==> config.mk <==
export PLATFORM = sky130hd
export DESIGN_NAME = comparator_control_registers
export DESIGN_NICKNAME = d
export VERILOG_FILES = /design/src/shared/comp_regs_pkg.sv /design/src/core/comparator_control_registers.sv
export VERILOG_INCLUDE_DIRS = /design/src /design/src/shared
export SDC_FILE = /design/constraint.sdc
export NUM_CORES = 1
export LEC_CHECK = 0
export BUFFER_PORTS_ARGS = -buffer_cell sky130_fd_sc_hd__buf_2
export CORE_MARGIN = 10
export CORE_UTILIZATION = 45
export CTS_BUF_LIST = sky130_fd_sc_hd__clkbuf_4 sky130_fd_sc_hd__clkbuf_8 sky130_fd_sc_hd__clkbuf_16
export CTS_CLUSTER_DIAMETER = 40
export DETAILED_ROUTE_END_ITERATION = 7
export GPL_ROUTABILITY_DRIVEN = 0
export PLACE_DENSITY = 0.69
export SETUP_SLACK_MARGIN = 0.5
export SYNTH_ARGS = -nofsm -noshare
export SYNTH_HDL_FRONTEND = slang
export SYNTH_SLANG_ARGS = --single-unit
export TNS_END_PERCENT = 5
==> constraint.sdc <==
create_clock -name clk -period 3.1 [get_ports clk]
set_input_delay 0 -clock clk [delete_from_list [all_inputs] [get_ports clk]]
set_output_delay 0 -clock clk [all_outputs]
set_load 0.01 [all_outputs]
==> src/shared/comp_regs_consts.svh <==
// Offsets, field positions, reset values and bus codes of the comparator register block
// Summary of operation
// Clear register ones disable event interrupts
// Result latches comparison at sample task
// Reference select resets to four
// External reference picks input channel zero-seven
// Speed field: low, normal, high-speed
// Topology bit: single-ended or differential, reset zero
// Hysteresis bit off at reset, one enables
// Set register ones enable; shared enable state
// Direct enable register writable, resets cleared
// Writes to result register are ignored
`ifndef COMP_REGS_CONSTS_SVH
`define COMP_REGS_CONSTS_SVH

`define OFF_IRQ_DIRECT 12'h300
`define OFF_IRQ_SET 12'h304
`define OFF_IRQ_CLEAR 12'h308
`define OFF_RESULT 12'h400
`define OFF_ENABLE 12'h500
`define OFF_PIN_CHOICE 12'h504
`define OFF_REF_CHOICE 12'h508
`define OFF_EXTREF_CHOICE 12'h50c
`define OFF_EITHER_DIRECTION_EVENT_LEVELS 12'h530
`define OFF_MODE 12'h534
`define OFF_BAND_ENABLE 12'h538
`define OFF_EVENT_STATUS 12'h600

`define EVT_READY 0
`define EVT_DOWN 1
`define EVT_UP 2
`define EVT_EITHER_DIRECTION_EVENT 3

`define MODE_SPEED_LSB 0
`define MODE_DIFF_BIT 8

`define RST_REF_CHOICE 3'h4
`define RST_EXTREF_CHOICE 3'h0
`define RST_IRQ_EN 4'h0

`define RESP_OKAY 2'h0
`define RESP_SLVERR 2'h2

`endif

==> src/shared/comp_regs_pkg.sv <==
// Types shared by the comparator register block
package comp_regs_pkg;

	typedef enum logic [1:0] {
		SPEED_LOW = 2'b00,
		SPEED_NORMAL = 2'b01,
		SPEED_HIGH = 2'b10
	} latency_power_level_e;

	typedef enum logic [2:0] {
		REF_INT_1V2 = 3'b000,
		REF_INT_1V8 = 3'b001,
		REF_INT_2V4 = 3'b010,
		REF_SUPPLY = 3'b100,
		REF_EXT_PIN = 3'b101
	} reference_source_choice_e;

	typedef struct packed {
		logic [1:0] enable;
		logic [2:0] pinChoice;
		logic [2:0] refChoice;
		logic [2:0] extRefChoice;
		logic [31:0] crossingLevels;
		logic [1:0] latencyPowerLevel;
		logic differential;
		logic hysteresis;
	} comp_cfg_s;

	typedef logic [3:0] evt_t;

endpackage

==> src/core/comparator_control_registers.sv <==
// AXI4-Lite register block of the analog comparator with event status and interrupt
//
// Register access over AXI4-Lite was chosen for this implementation.
`timescale 1ns/1ps
`default_nettype none
`include "comp_regs_consts.svh"

module comparator_control_registers
	import comp_regs_pkg::*;
(
	input wire logic clk, // 200 MHz system clock
	input wire logic resetn, // Asynchronous reset, active low
	input wire logic [11:0] s_axi_awaddr, // Write address
	input wire logic s_axi_awvalid, // Write address valid
	output logic s_axi_awready, // Write address ready
	input wire logic [31:0] s_axi_wdata, // Write data
	input wire logic [3:0] s_axi_wstrb, // Write byte strobes
	input wire logic s_axi_wvalid, // Write data valid
	output logic s_axi_wready, // Write data ready
	output logic [1:0] s_axi_bresp, // Write response
	output logic s_axi_bvalid, // Write response valid
	input wire logic s_axi_bready, // Write response ready
	input wire logic [11:0] s_axi_araddr, // Read address
	input wire logic s_axi_arvalid, // Read address valid
	output logic s_axi_arready, // Read address ready
	output logic [31:0] s_axi_rdata, // Read data
	output logic [1:0] s_axi_rresp, // Read response
	output logic s_axi_rvalid, // Read data valid
	input wire logic s_axi_rready, // Read data ready
	input wire logic sampleTask, // Sample task pulse, same clock
	input wire logic compOut, // Analog comparator decision, asynchronous
	input wire logic compReady, // Analog core ready level, asynchronous
	output comp_cfg_s cfg, // Configuration to the analog core
	output logic irq // Level interrupt
);

	logic awready_r;
	logic wready_r;
	logic bvalid_r;
	logic [1:0] bresp_r;
	logic arready_r;
	logic rvalid_r;
	logic [1:0] rresp_r;
	logic [31:0] rdata_r;
	logic awHeld_r;
	logic wHeld_r;
	logic [11:0] awAddr_r;
	logic [31:0] wData_r;
	logic [3:0] wStrb_r;
	logic doWrite;
	logic [31:0] wMask;
	logic [31:0] wEff;
	logic wrMapped;
	comp_cfg_s cfg_r;
	comp_cfg_s cfg_nxt;
	logic [3:0] irqEn_r;
	logic [3:0] irqEn_nxt;
	evt_t status_r;
	evt_t status_nxt;
	evt_t evt;
	logic result_r;
	logic irq_r;
	logic compMeta_r;
	logic compLevel_r;
	logic compPrev_r;
	logic readyMeta_r;
	logic readyLevel_r;
	logic readyPrev_r;
	logic [31:0] rdMux;
	logic rdMapped;

	function automatic logic [31:0] mergeField(input logic [31:0] oldVal, input logic [31:0] newVal,
		input logic [31:0] m);
		mergeField = (oldVal & ~m) | (newVal & m);
	endfunction

	function automatic logic isMapped(input logic [11:0] a);
		isMapped = (a == `OFF_IRQ_DIRECT) || (a == `OFF_IRQ_SET) || (a == `OFF_IRQ_CLEAR) ||
			(a == `OFF_RESULT) || (a == `OFF_ENABLE) || (a == `OFF_PIN_CHOICE) ||
			(a == `OFF_REF_CHOICE) || (a == `OFF_EXTREF_CHOICE) || (a == `OFF_EITHER_DIRECTION_EVENT_LEVELS) ||
			(a == `OFF_MODE) || (a == `OFF_BAND_ENABLE) || (a == `OFF_EVENT_STATUS);
	endfunction

	// Write channel: address and data taken in either order, response after both
	assign doWrite = awHeld_r && wHeld_r && !bvalid_r;
	assign wMask = {{8{wStrb_r[3]}}, {8{wStrb_r[2]}}, {8{wStrb_r[1]}}, {8{wStrb_r[0]}}};
	assign wEff = wData_r & wMask;
	assign wrMapped = isMapped(awAddr_r);

	always_ff @(posedge clk or negedge resetn) begin
		if (!resetn) begin
			awready_r <= 1'b0;
			awHeld_r <= 1'b0;
			awAddr_r <= 12'h000;
		end else if (s_axi_awvalid && awready_r) begin
			awready_r <= 1'b0;
			awHeld_r <= 1'b1;
			awAddr_r <= {s_axi_awaddr[11:2], 2'b00};
		end else begin
			if (doWrite) begin
				awHeld_r <= 1'b0;
			end
			if (!awHeld_r && !bvalid_r) begin
				awready_r <= 1'b1;
			end
		end
	end

	always_ff @(posedge clk or negedge resetn) begin
		if (!resetn) begin
			wready_r <= 1'b0;
			wHeld_r <= 1'b0;
			wData_r <= 32'h00000000;
			wStrb_r <= 4'h0;
		end else if (s_axi_wvalid && wready_r) begin
			wready_r <= 1'b0;
			wHeld_r <= 1'b1;
			wData_r <= s_axi_wdata;
			wStrb_r <= s_axi_wstrb;
		end else begin
			if (doWrite) begin
				wHeld_r <= 1'b0;
			end
			if (!wHeld_r && !bvalid_r) begin
				wready_r <= 1'b1;
			end
		end
	end

	always_ff @(posedge clk or negedge resetn) begin
		if (!resetn) begin
			bvalid_r <= 1'b0;
			bresp_r <= `RESP_OKAY;
		end else if (doWrite) begin
			bvalid_r <= 1'b1;
			bresp_r <= wrMapped ? `RESP_OKAY : `RESP_SLVERR;
		end else if (bvalid_r && s_axi_bready) begin
			bvalid_r <= 1'b0;
		end
	end

	// Configuration fields, narrow fields sit in the low bits except the topology bit at bit 8 of the mode register
	always_comb begin
		cfg_nxt = cfg_r;
		if (doWrite) begin
			unique case (awAddr_r)
				`OFF_ENABLE: cfg_nxt.enable = 2'(mergeField(32'(cfg_r.enable), wData_r, wMask));
				`OFF_PIN_CHOICE: cfg_nxt.pinChoice = 3'(mergeField(32'(cfg_r.pinChoice), wData_r, wMask));
				`OFF_REF_CHOICE: cfg_nxt.refChoice = 3'(mergeField(32'(cfg_r.refChoice), wData_r, wMask));
				`OFF_EXTREF_CHOICE: cfg_nxt.extRefChoice =
					3'(mergeField(32'(cfg_r.extRefChoice), wData_r, wMask));
				`OFF_EITHER_DIRECTION_EVENT_LEVELS: cfg_nxt.crossingLevels = mergeField(cfg_r.crossingLevels, wData_r, wMask);
				`OFF_MODE: begin
					if (wStrb_r[0]) begin
						cfg_nxt.latencyPowerLevel = wData_r[`MODE_SPEED_LSB +: 2];
					end
					if (wStrb_r[1]) begin
						cfg_nxt.differential = wData_r[`MODE_DIFF_BIT];
					end
				end
				`OFF_BAND_ENABLE: begin
					if (wStrb_r[0]) begin
						cfg_nxt.hysteresis = wData_r[0];
					end
				end
				default: begin
				end
			endcase
		end
	end

	always_ff @(posedge clk or negedge resetn) begin
		if (!resetn) begin
			cfg_r.enable <= 2'h0;
			cfg_r.pinChoice <= 3'h0;
			cfg_r.refChoice <= `RST_REF_CHOICE;
			cfg_r.extRefChoice <= `RST_EXTREF_CHOICE;
			cfg_r.crossingLevels <= 32'h00000000;
			cfg_r.latencyPowerLevel <= SPEED_LOW;
			cfg_r.differential <= 1'b0;
			cfg_r.hysteresis <= 1'b0;
		end else begin
			cfg_r <= cfg_nxt;
		end
	end

	// One enable state behind the direct, set and clear views
	always_comb begin
		irqEn_nxt = irqEn_r;
		if (doWrite) begin
			if (awAddr_r == `OFF_IRQ_DIRECT && wStrb_r[0]) begin
				irqEn_nxt = wData_r[3:0];
			end
			if (awAddr_r == `OFF_IRQ_SET) begin
				irqEn_nxt = irqEn_r | wEff[3:0];
			end
			if (awAddr_r == `OFF_IRQ_CLEAR) begin
				irqEn_nxt = irqEn_r & ~wEff[3:0];
			end
		end
	end

	always_ff @(posedge clk or negedge resetn) begin
		if (!resetn) begin
			irqEn_r <= `RST_IRQ_EN;
		end else begin
			irqEn_r <= irqEn_nxt;
		end
	end

	// Two-stage synchronisers for the analog levels
	always_ff @(posedge clk or negedge resetn) begin
		if (!resetn) begin
			compMeta_r <= 1'b0;
			compLevel_r <= 1'b0;
			compPrev_r <= 1'b0;
			readyMeta_r <= 1'b0;
			readyLevel_r <= 1'b0;
			readyPrev_r <= 1'b0;
		end else begin
			compMeta_r <= compOut;
			compLevel_r <= compMeta_r;
			compPrev_r <= compLevel_r;
			readyMeta_r <= compReady;
			readyLevel_r <= readyMeta_r;
			readyPrev_r <= readyLevel_r;
		end
	end

	always_comb begin
		evt = '0;
		evt[`EVT_READY] = readyLevel_r && !readyPrev_r;
		evt[`EVT_DOWN] = compPrev_r && !compLevel_r;
		evt[`EVT_UP] = !compPrev_r && compLevel_r;
		evt[`EVT_EITHER_DIRECTION_EVENT] = compPrev_r != compLevel_r;
	end

	// Result only moves on the sample task; bus writes never touch it
	always_ff @(posedge clk or negedge resetn) begin
		if (!resetn) begin
			result_r <= 1'b0;
		end else if (sampleTask) begin
			result_r <= compLevel_r;
		end
	end

	// Sticky status, an event in the clearing cycle survives
	always_comb begin
		status_nxt = status_r;
		if (doWrite && awAddr_r == `OFF_EVENT_STATUS) begin
			status_nxt = status_r & ~wEff[3:0];
		end
		status_nxt = status_nxt | evt;
	end

	always_ff @(posedge clk or negedge resetn) begin
		if (!resetn) begin
			status_r <= 4'h0;
			irq_r <= 1'b0;
		end else begin
			status_r <= status_nxt;
			irq_r <= |(status_r & irqEn_r);
		end
	end

	// Read channel
	always_comb begin
		rdMux = 32'h00000000;
		rdMapped = isMapped({s_axi_araddr[11:2], 2'b00});
		unique case ({s_axi_araddr[11:2], 2'b00})
			`OFF_IRQ_DIRECT, `OFF_IRQ_SET, `OFF_IRQ_CLEAR: rdMux[3:0] = irqEn_r;
			`OFF_RESULT: rdMux[0] = result_r;
			`OFF_ENABLE: rdMux[1:0] = cfg_r.enable;
			`OFF_PIN_CHOICE: rdMux[2:0] = cfg_r.pinChoice;
			`OFF_REF_CHOICE: rdMux[2:0] = cfg_r.refChoice;
			`OFF_EXTREF_CHOICE: rdMux[2:0] = cfg_r.extRefChoice;
			`OFF_EITHER_DIRECTION_EVENT_LEVELS: rdMux = cfg_r.crossingLevels;
			`OFF_MODE: begin
				rdMux[`MODE_SPEED_LSB +: 2] = cfg_r.latencyPowerLevel;
				rdMux[`MODE_DIFF_BIT] = cfg_r.differential;
			end
			`OFF_BAND_ENABLE: rdMux[0] = cfg_r.hysteresis;
			`OFF_EVENT_STATUS: rdMux[3:0] = status_r;
			default: rdMux = 32'h00000000;
		endcase
	end

	always_ff @(posedge clk or negedge resetn) begin
		if (!resetn) begin
			arready_r <= 1'b0;
			rvalid_r <= 1'b0;
			rdata_r <= 32'h00000000;
			rresp_r <= `RESP_OKAY;
		end else if (s_axi_arvalid && arready_r) begin
			arready_r <= 1'b0;
			rvalid_r <= 1'b1;
			rdata_r <= rdMux;
			rresp_r <= rdMapped ? `RESP_OKAY : `RESP_SLVERR;
		end else if (rvalid_r && s_axi_rready) begin
			rvalid_r <= 1'b0;
		end else if (!rvalid_r) begin
			arready_r <= 1'b1;
		end
	end

	assign s_axi_awready = awready_r;
	assign s_axi_wready = wready_r;
	assign s_axi_bvalid = bvalid_r;
	assign s_axi_bresp = bresp_r;
	assign s_axi_arready = arready_r;
	assign s_axi_rvalid = rvalid_r;
	assign s_axi_rresp = rresp_r;
	assign s_axi_rdata = rdata_r;
	assign cfg = cfg_r;
	assign irq = irq_r;

	property p_clearDisables;
		@(posedge clk) disable iff (!resetn)
		doWrite && awAddr_r == `OFF_IRQ_CLEAR |=> (irqEn_r & $past(wEff[3:0])) == 4'h0;
	endproperty
	a_clearDisables: assert property (p_clearDisables) else $error("clear write left an enable on");

	property p_resultSample;
		@(posedge clk) disable iff (!resetn)
		sampleTask |=> result_r == $past(compLevel_r);
	endproperty
	a_resultSample: assert property (p_resultSample) else $error("result not latched at sample");

	property p_refChoiceWrite;
		@(posedge clk) disable iff (!resetn)
		doWrite && awAddr_r == `OFF_REF_CHOICE && wStrb_r[0] |=> cfg_r.refChoice == $past(wData_r[2:0]);
	endproperty
	a_refChoiceWrite: assert property (p_refChoiceWrite) else $error("reference choice not written");

	property p_extRefWrite;
		@(posedge clk) disable iff (!resetn)
		doWrite && awAddr_r == `OFF_EXTREF_CHOICE && wStrb_r[0] |=> cfg_r.extRefChoice == $past(wData_r[2:0]);
	endproperty
	a_extRefWrite: assert property (p_extRefWrite) else $error("external reference not written");

	property p_speedWrite;
		@(posedge clk) disable iff (!resetn)
		doWrite && awAddr_r == `OFF_MODE && wStrb_r[0] |=> cfg_r.latencyPowerLevel == $past(wData_r[1:0]);
	endproperty
	a_speedWrite: assert property (p_speedWrite) else $error("speed field not written");

	property p_diffWrite;
		@(posedge clk) disable iff (!resetn)
		doWrite && awAddr_r == `OFF_MODE && wStrb_r[1] |=> cfg_r.differential == $past(wData_r[8]);
	endproperty
	a_diffWrite: assert property (p_diffWrite) else $error("topology bit not written");

	property p_bandWrite;
		@(posedge clk) disable iff (!resetn)
		doWrite && awAddr_r == `OFF_BAND_ENABLE && wStrb_r[0] |=> cfg_r.hysteresis == $past(wData_r[0]);
	endproperty
	a_bandWrite: assert property (p_bandWrite) else $error("hysteresis bit not written");

	property p_setEnables;
		@(posedge clk) disable iff (!resetn)
		doWrite && awAddr_r == `OFF_IRQ_SET |=> (irqEn_r & $past(wEff[3:0])) == $past(wEff[3:0]);
	endproperty
	a_setEnables: assert property (p_setEnables) else $error("set write did not enable");

	property p_directWrite;
		@(posedge clk) disable iff (!resetn)
		doWrite && awAddr_r == `OFF_IRQ_DIRECT && wStrb_r[0] |=> irqEn_r == $past(wData_r[3:0]);
	endproperty
	a_directWrite: assert property (p_directWrite) else $error("direct enable not written");

	property p_resultIgnoresWrite;
		@(posedge clk) disable iff (!resetn)
		doWrite && awAddr_r == `OFF_RESULT && !sampleTask |=> $stable(result_r);
	endproperty
	a_resultIgnoresWrite: assert property (p_resultIgnoresWrite) else $error("result changed by write");

	property p_irqLevel;
		@(posedge clk) disable iff (!resetn)
		##1 irq_r == $past(|(status_r & irqEn_r));
	endproperty
	a_irqLevel: assert property (p_irqLevel) else $error("interrupt level mismatch");

endmodule
`default_nettype wire

==> impl_metrics.toml, run 1 <==
[grt]
grt_max_degree = 77
grt_pass1_wl_um = 27000
grt.total_usage_pct = 17.2
grt-ovfl-total = 0
grt_pass1_vias = 5213
antenna_found_initial = 1

[setup_path]
crit_fanout = 7
cp-start-kind = "primary input"
crit_chain = "dlygate4sd3_1, buf_2, nor4bb_1, nand4_1, dlygate4sd3_1, a31oi_1, dlygate4sd3_1"
cp.required_ns = 3.45
r2r_end = "status_r[3]"
r2r_cells = 4
arrival_ns = 2.79
end_kind = "flop"
crit_family = "buffers and inverters"
slowest_stage = "nor4bb_1"
path_buf_inv = 4
critPathMaxStageDelay_ns = 0.61
cpMostUsedCell = "dlygate4sd3_1"
path_class = "in2reg"
rrSetupSlack_ns = 0.69
rr_startpoint = "awAddr_r[3]"

[timing]
hold_violations = 0
max_freq_ghz = 0.410
fin_skew_ns = 0.00883
finalSetupViolations = 0
rsz0062_at_grt = "no"
slew_violations = 0
slew_headroom_pct = 35.0
tns_ns = 0
period_minus_slack_ns = 2.44
fin_crit_sh_pct = 78.7
tightest_slew_ns = 0.972
hold_slack_ns = 0.0530

[routing]
num_vias = 4821
drc = 0
post_drt_wl_per_cell_um = 18.0
dr.pass1.iters = 5
drt_iter0_drc = 301
routed_wl_um = 16300
detail-route-antenna-nets = 0
viasPerCell = 5.32

[clock_network]
clock_latency_ns = 0.42
cts_tree = "built"
clk_pin_slew_worst_paths_ns = 0.06
cts_root_buf = "clkbuf_16"
clock_path_buffers = 2
postCtsSetupBuffers = 0
cts_resized = 0
htreeDepth = 4
cts-buffers-inserted = 17
clock-sinks = 150

[place]
port_buffers = 152
hpwl_um = 11500
dp_cells = 814

[run_status]
outcome = "completed"

[logic_synthesis]
synth.cell_area_sq_mm = 0.00631
yosysTopAreaCell = "dfrtp_1"
synth.area.top_cells = "dfrtp_1 59%, mux2_2 17%, nand2_1 4.9%, o21ai_0 2.5%, clkbuf_1 1.1%"
synth_cell_type_count = 60
synthArstFlopShare_pct = 100
netlist_instances = 503
ys.flop_type = "dfrtp_1"
ys_seq_elements = 150
yosysMostFrequentCell = "dfrtp_1"
yosysWarnings = 0
yosysSeqAreaShare_pct = 59.5
syn_area_per_cell_sq_um = 12.5
synth_enable_flop_cells = 0
yosysTopAreaCellShare_pct = 59.1
netlist_top_cells_count = "149 x dfrtp_1, 93 x mux2_2, 82 x nand2_1"

[finish]
fin_cells = 907
area_delta_synth_final_pct = 33.5
drive_gt1_share_pct = 41.5
fin_nets = 785

[power_and_ir_drop]
vdd_drop_max_v = 0.000584
power.density_mw_per_mm2 = 711
leakage_uw = 0.00411

[worst_hold_path]
hold_start = "s_axi_araddr[6]"
hp-class = "in2reg"
hold_end = "s_axi_rdata[8]"
whs_path_depth = 4

[die]
core_sq_mm = 0.0138
ios = 159
die_h_um = 138
start_util_pct = 45.7
die-area_sq_mm = 0.0192
die_w_um = 138
row_count = 43

[flow_run]
cap_violations = 0
-- power by group --
group	internal, uW	total [uW]	switching [uW]
sequential	2380	2790	416
combinational	645	1200	559
clock	1210	2000	787
total	4230	5990	1760
-- timing repair --
item                                   in CTS  in global routing
setup endpoints to repair                   0                  0
hold buffers                               60                  0
endpoints found under the hold margin     129                  0
-- layout by cell type, fill, tap and decap left out, types with 3 or more instances in the layout --
cell,count
nand4_2,3
nor4_1,3
nand3_1,3
clkbuf_4,3
a21oi_1,4
dlygate4sd3_1,60
clkinv_4,3
a31oi_1,7
nor4bb_1,4
inv_1,7
clkbuf_16,17
o21a_1,3
dfrtp_1,149
nor3_1,5
mux2_2,93
xnor2_1,4
nor2b_1,4
o21ai_0,32
buf_2,151
clkinv_2,4
buf_4,3
mux2i_1,5
nor2_1,15
nand2_1,81
-- worst min-delay path, stage by stage --
cell and delay [ns]:
buf_2 0.11, nor4bb_1 0.09, nand2_1 0.14, o41ai_1 0.09
-- area by class of cell --
cell class | count | area, sq um
Fill cell | 1120 | 5400
Sequential cell | 150 | 3750
Multi-Input combinational cell | 321 | 2430
Timing Repair Buffer | 216 | 1410
Clock buffer | 20 | 448
Tap cell | 180 | 225
Clock inverter | 12 | 130
Inverter | 7 | 26.3
Antenna cell | 1 | 2.50
-- stage by stage --
step	area (sq um)	worst slack (ns)	util, %	power [uW]
6_report	8430	0.661	61.0	5990
5_1_grt	8430	0.514	61.0	6300
4_1_cts	8430	0.707	60.9	6040
3_5_place_dp	7250	0.722	52.4	3970
3_3_place_gp	7250	0.810	52.4	3890
2_1_floorplan	6320	0.911	-	3550
-- worst max-delay path by stage --
stage | from | end | slack, ns | cells after the start
after floorplan | awAddr_r[11] | flop | 0.91 | 4
after global placement | awAddr_r[3] | status_r[0] | 0.81 | 4
after detailed placement | awAddr_r[3] | status_r[3] | 0.72 | 4
after CTS | awAddr_r[3] | status_r[3] | 0.71 | 4
after global routing | awAddr_r[3] | status_r[3] | 0.51 | 4
final | s_axi_araddr[9] | s_axi_rdata[3] | 0.66 | 7
-- routing by layer --
metal / vias to the layer above / part of all wire (%) / global-route usage (%)
met5: - / 0 / 0
met4: 0 / 1.8 / 5.88
met3: 24 / 6.8 / 5.68
met2: 169 / 53 / 30.1
met1: 2428 / 39 / 19.1
li1: 2200 / - / -
-- logic make-up after synthesis --
kind of cell / share of synthesized area, %
flip-flops: 59.5
AND/OR/NAND/NOR: 12.2
multiplexers: 18.6
AO/OA/AOI/OAI: 6.60
buffers and inverters: 2.10
XOR/XNOR: 0.555
adder cells (fa/ha/maj): 0.396
other: 0.0594
(Power assumes the default switching activity.)
==> run 2, diff against run 1 <==
--- a/config.mk
+++ b/config.mk
@@ -6,6 +6,7 @@
 export SDC_FILE = /design/constraint.sdc
 export NUM_CORES = 1
 export LEC_CHECK = 0
+export ABC_AREA = 1
 export BUFFER_PORTS_ARGS = -buffer_cell sky130_fd_sc_hd__buf_2
 export CORE_MARGIN = 10
 export CORE_UTILIZATION = 45
@@ -13,7 +14,7 @@
 export CTS_CLUSTER_DIAMETER = 40
 export DETAILED_ROUTE_END_ITERATION = 7
 export GPL_ROUTABILITY_DRIVEN = 0
-export PLACE_DENSITY = 0.69
+export PLACE_DENSITY = 0.72
 export SETUP_SLACK_MARGIN = 0.5
 export SYNTH_ARGS = -nofsm -noshare
 export SYNTH_HDL_FRONTEND = slang
==> constraint.sdc (replaced) <==
create_clock -name clk -period 2.2 [get_ports clk]
set_input_delay 0 -clock clk [delete_from_list [all_inputs] [get_ports clk]]
set_output_delay 0 -clock clk [all_outputs]
set_load 0.01 [all_outputs]
==> run 2 against run 1 <==
  * First-iteration DRC count is 31% higher
  * Clock power is 41% higher
  * Register-to-register slack worse by 0.18 ns
  * Combinational power is 53% higher
  * Flip-flop and latch count stayed put
  * Clock skew is 0.0017 ns lower
  * Setup slack worse by 0.15 ns
  * Final cell count is 29% higher
  * Count of clock-buffer cells in the layout is 1 lower
  * Die area is 3.6% higher
  * Critical path type is now reg2reg
==> impl_metrics.toml, run 2 <==
[grt]
grt_max_degree = 68
antenna_found_initial = 2
grt_pass1_wl_um = 29400
grt.total_usage_pct = 18.2
grt_pass1_vias = 5673
grt-ovfl-total = 0

[place]
hpwl_um = 12700
dp_cells = 1079
dp_worst_setup_slack_ns = 0.524
port_buffers = 152

[finish]
fin_nets = 1042
fillers = 1274
multiInputGateArea_sq_mm = 0.00247
regArea_sq_mm = 0.00375
drive_gt1_share_pct = 24.5
layout.cells.most_common = "nand2_1"
final_util_pct = 60.4
layout_common_cells = "263 x nand2_1, 151 x buf_2, 149 x dfrtp_1"
fin_cells = 1169
area_delta_synth_final_pct = 32.4

[die]
row_count = 44
start_util_pct = 45.6
die-area_sq_mm = 0.0199
die_w_um = 141
core_sq_mm = 0.0144
ios = 159
die_h_um = 141

[timing]
setup_ws_ns = 0.513
finalSetupViolations = 0
fin_crit_sh_pct = 76.7
slew_headroom_pct = 58.6
rsz0062_at_grt = "yes"
slew_violations = 0
fin_skew_ns = 0.00714
tns_ns = 0
hold_violations = 0
period_minus_slack_ns = 1.69
max_freq_ghz = 0.593
tightest_slew_ns = 0.621
hold_slack_ns = 0.0445

[clock_network]
clock-sinks = 150
clock_latency_ns = 0.42
cts_root_buf = "clkbuf_16"
cts-buffers-inserted = 17
htreeDepth = 4
clock_path_buffers = 2
clk_pin_slew_worst_paths_ns = 0.06
cts_tree = "built"

[routing]
drt_iter0_drc = 394
dr.pass1.iters = 5
viasPerCell = 4.93
num_vias = 5766
detail-route-antenna-nets = 0
post_drt_wl_per_cell_um = 15.4
routed_wl_um = 18000
drc = 0

[flow_run]
cap_violations = 0

[setup_path]
startpoint = "awAddr_r[3]"
rrSetupSlack_ns = 0.51
r2r_cells = 7
arrival_ns = 1.99
cp-start-kind = "flop"
end_kind = "flop"
rr_startpoint = "awAddr_r[3]"
path_class = "reg2reg"
crit_fanout = 16
cp.required_ns = 2.50

[logic_synthesis]
synth.cell_area_sq_mm = 0.00658
yosysMostFrequentCell = "nand2_1"
synth_enable_flop_cells = 0
synth_cell_type_count = 38
ys.flop_type = "dfrtp_1"
ys_seq_elements = 150
netlist_instances = 755
yosysTopAreaCell = "dfrtp_1"
yosysWarnings = 0
synth.area.top_cells = "dfrtp_1 57%, nand2_1 15%, o21ai_0 6.7%, nand3_1 3.3%, inv_1 3.3%"
yosysTopAreaCellShare_pct = 56.7
yosysSeqAreaShare_pct = 57.1
synthArstFlopShare_pct = 100
syn_area_per_cell_sq_um = 8.71
netlist_top_cells_count = "263 x nand2_1, 149 x dfrtp_1, 88 x o21ai_0"

[power_and_ir_drop]
vdd_drop_max_v = 0.000714
power.density_mw_per_mm2 = 955
leakage_uw = 0.00447

[worst_hold_path]
hp-class = "in2reg"

[run_status]
outcome = "completed"
==> run 2: worst min-delay path by stage <==
stage                               start        endpoint  slack [ns]  depth (start not counted)
after floorplan                    resetn       async pin       -0.30                          0
after global placement             resetn    awAddr_r[10]        0.04                          1
after detailed placement           resetn    awAddr_r[10]        0.04                          1
after CTS                 s_axi_araddr[2]  s_axi_rdata[2]       0.006                          4
after global routing      s_axi_araddr[2]  s_axi_rdata[2]        0.04                          4
final                     s_axi_araddr[2]  s_axi_rdata[2]        0.04                          4
==> run 2: report_power, final <==
part | internal, uW | switching, uW | leakage, uW
Combinational | 663 | 1160 | 0.00224
Sequential | 3300 | 378 | 0.00194
Clock | 1720 | 1100 | 0.000288
Total | 5680 | 2640 | 0.00447
==> run 2: routing by layer <==
| metal | vias up | track usage (%) | part of all wire, % | routed length [um] |
|---|---|---|---|---|
| li1 | 2868 | - | - | - |
| met1 | 2699 | 23.0 | 44 | 7940 |
| met2 | 173 | 28.8 | 47 | 8500 |
| met3 | 26 | 5.14 | 6.4 | 1150 |
| met4 | 0 | 7.72 | 2.0 | 364 |
| met5 | - | 0 | 0 | 0 |
==> run 2: kinds of logic after synthesis <==
| family | share of synthesized area (%) |
|---|---|
| AO/OA/AOI/OAI | 10.5 |
| adder cells (fa/ha/maj) | 0.380 |
| buffers and inverters | 5.48 |
| flip-flops | 57.1 |
| multiplexers | 0.685 |
| other | 0.0570 |
| AND/OR/NAND/NOR | 25.8 |
==> run 2: timing repair <==
item / CTS / global route
hold endpoints to repair: 118 / 0
gates resized for setup: 0 / 3
setup endpoints to repair: 0 / 48
setup buffers: 0 / 1
hold buffers: 55 / 0
==> run 2: final cells by class <==
cell class	count	share of cell area, %
diodes	2	0.0575
clock buffers	19	5.20
clock inverters	13	1.51
inverters	61	2.63
multi-input cells	521	28.4
flip-flops and latches	150	43.1
well taps	184	2.64
repair buffers	219	16.4
==> run 2: critical path, cell delays in order (launching register included) <==
cell and delay (ns):
dfrtp_1 0.35, inv_1 0.17, nand2_1 0.12, nor2_1 0.17
and2_4 0.24, nand3_4 0.23, nand2_1 0.20, o21ai_2 0.08
==> run 2: stage by stage <==
stage	instance area, sq um	total power, uW
after floorplan	6580	4830
final	8710	8320
after detailed placement	7540	5410
after global routing	8710	8860
after global placement	7540	5360
after CTS	8680	8330
==> run 3, diff against run 2 <==
--- a/config.mk
+++ b/config.mk
@@ -14,7 +14,7 @@
 export CTS_CLUSTER_DIAMETER = 40
 export DETAILED_ROUTE_END_ITERATION = 7
 export GPL_ROUTABILITY_DRIVEN = 0
-export PLACE_DENSITY = 0.72
+export PLACE_DENSITY = 0.69
 export SETUP_SLACK_MARGIN = 0.5
 export SYNTH_ARGS = -nofsm -noshare
 export SYNTH_HDL_FRONTEND = slang
==> constraint.sdc (replaced) <==
create_clock -name clk -period 1.6 [get_ports clk]
set_input_delay 0 -clock clk [delete_from_list [all_inputs] [get_ports clk]]
set_output_delay 0 -clock clk [all_outputs]
set_load 0.01 [all_outputs]
==> run 3 against run 2 <==
  * Clock skew hardly changed
  * Final cell count up 2.2%
  * Sequential share of layout area decreased by 2.1 points
  * Via count rose by 2.5%
  * Hold slack got worse by 0.015 ns
  * Core utilization increased by 3.1 points
  * Register-to-register slack lost 0.44 ns
  * Non-clock buffer count is 24 higher
  * First-iteration DRC count rose by 14%
  * Critical path type unchanged
  * Largest cell class unchanged
==> impl_metrics.toml, run 3 (same netlist as run 2, synthesis figures left out) <==
[run_status]
outcome = "completed"

[routing]
drc = 0
viasPerCell = 4.94
num_vias = 5909
detail-route-antenna-nets = 0
routed_wl_um = 18800
post_drt_wl_per_cell_um = 15.7
dr.pass1.iters = 5
drt_iter0_drc = 450

[setup_path]
slowest_stage = "dfrtp_1"
arrival_ns = 1.85
crit_chain = "nor2_2, nand2_2, nor2_4, and2_4, buf_12, nand3_4, nand2_2, o21ai_2"
rrSetupSlack_ns = 0.07
end_kind = "flop"
critPathMaxStageDelay_ns = 0.41
path_buf_inv = 1
crit_fanout = 7
path_class = "reg2reg"
cpMostUsedCell = "nand2_2"
crit_family = "simple AND/OR/NAND/NOR gates"
cp-start-kind = "flop"
rr_startpoint = "awAddr_r[7]"
r2r_cells = 8
cp.required_ns = 1.92

[clock_network]
cts-buffers-inserted = 17
clock-sinks = 150
clock_latency_ns = 0.43
cts_root_buf = "clkbuf_16"
cts_tree = "built"
clk_pin_slew_worst_paths_ns = 0.06
clock_path_buffers = 2
htreeDepth = 4

[die]
row_count = 44
ios = 159
die_w_um = 141
die-area_sq_mm = 0.0199
die_h_um = 141
core_sq_mm = 0.0144
start_util_pct = 45.6

[worst_hold_path]
hold_start = "s_axi_wvalid"
hp-class = "in2reg"
hold_end = "wHeld_r"
whs_path_depth = 4

[finish]
multiInputGateArea_sq_mm = 0.00266
area_delta_synth_final_pct = 39.3
fin_nets = 1069
fillers = 1216
regArea_sq_mm = 0.00376
fin_cells = 1195
layout_common_cells = "242 x nand2_1, 151 x buf_2, 148 x dfrtp_1"
drive_gt1_share_pct = 30.5
layout.cells.most_common = "nand2_1"

[grt]
grt_pass1_wl_um = 30000
antenna_found_initial = 1
grt_max_degree = 61
met3_usage_pct = 5.14
grtUsageMet1_pct = 24.2
grt_util_met2_pct = 29.2
top_usage_layer = "met2"
grt.total_usage_pct = 18.8
grt_pass1_vias = 5740
grt-ovfl-total = 0

[timing]
finalSetupViolations = 0
rsz0062_at_grt = "yes"
setup_ws_ns = 0.0733
hold_violations = 0
period_minus_slack_ns = 1.53
hold_slack_ns = 0.0293
fin_crit_sh_pct = 95.4
slew_violations = 0
max_freq_ghz = 0.655
fin_skew_ns = 0.00720

[place]
dp_cells = 1089
hpwl_um = 12900
port_buffers = 152
dp_worst_setup_slack_ns = 0.0266

[power_and_ir_drop]
leakage_uw = 0.00467
power.density_mw_per_mm2 = 1340
vdd_drop_max_v = 0.00121

[flow_run]
cap_violations = 0
-- run 3: cell types whose count changed in the layout (fill, tap and decap cells not counted), sizes merged --
cell,previous run,this run
clkinv,10,4
clkinvlp,2,4
diode,2,1
clkbuf,19,22
buf,164,188
nand3,48,51
inv,60,61
-- run 3: worst max-delay path by stage --
stage | startpoint | to | cells after the start | slack, ns
floorplan | awAddr_r[10] | flop | 10 | 0.17
global placement | awAddr_r[10] | flop | 8 | 0.09
detailed placement | awAddr_r[10] | flop | 8 | 0.03
CTS | awAddr_r[6] | flop | 8 | 0.06
global route | awAddr_r[7] | flop | 8 | -0.003
finish | awAddr_r[7] | flop | 8 | 0.07
-- run 3: layer usage --
layer | vias to the layer above | share of wire [%]
met3 | 37 | 5.4
met5 | - | 0
met2 | 175 | 47
met4 | 0 | 2.4
li1 | 2934 | -
met1 | 2763 | 45
-- run 3: tightest hold or removal path, cell delays in order --
cell     delay [ns]
buf_2          0.08
nand2_1        0.07
buf_4          0.19
o21ai_0        0.08
-- run 3: stage by stage --
stage	total power, uW	setup TNS, ns	utilization [%]	instance area (sq um)
final	12200	0	63.5	9160
after global routing	12900	-0.00273	63.5	9160
after CTS	11900	0	62.2	8960
after detailed placement	7580	0	53.1	7650
after global placement	7530	0	53.1	7650
after floorplan	6660	0	-	6600
-- run 3: timing repair --
action                                 CTS  global route
pin swaps                                7            11
endpoints found under the hold margin  204             0
hold buffers                            55             0
cloned                                   3             0
setup endpoints to repair               96           127
setup buffers                            6             9
gates resized for setup                 19            44
-- run 3: cell type report --
cell class	instances	area share (%)
multi-input combinational	524	29.0
tap	184	2.51
antenna	1	0.0273
inverter	61	2.55
clock inverter	10	1.32
timing repair buffer	243	18.3
clock buffer	22	5.26
sequential	150	41.0
-- run 3: where the power goes --
group | switching [uW] | leakage (uW) | internal [uW]
Clock | 1570 | 0.000286 | 2460
Combinational | 1850 | 0.00244 | 1250
Sequential | 585 | 0.00194 | 4530
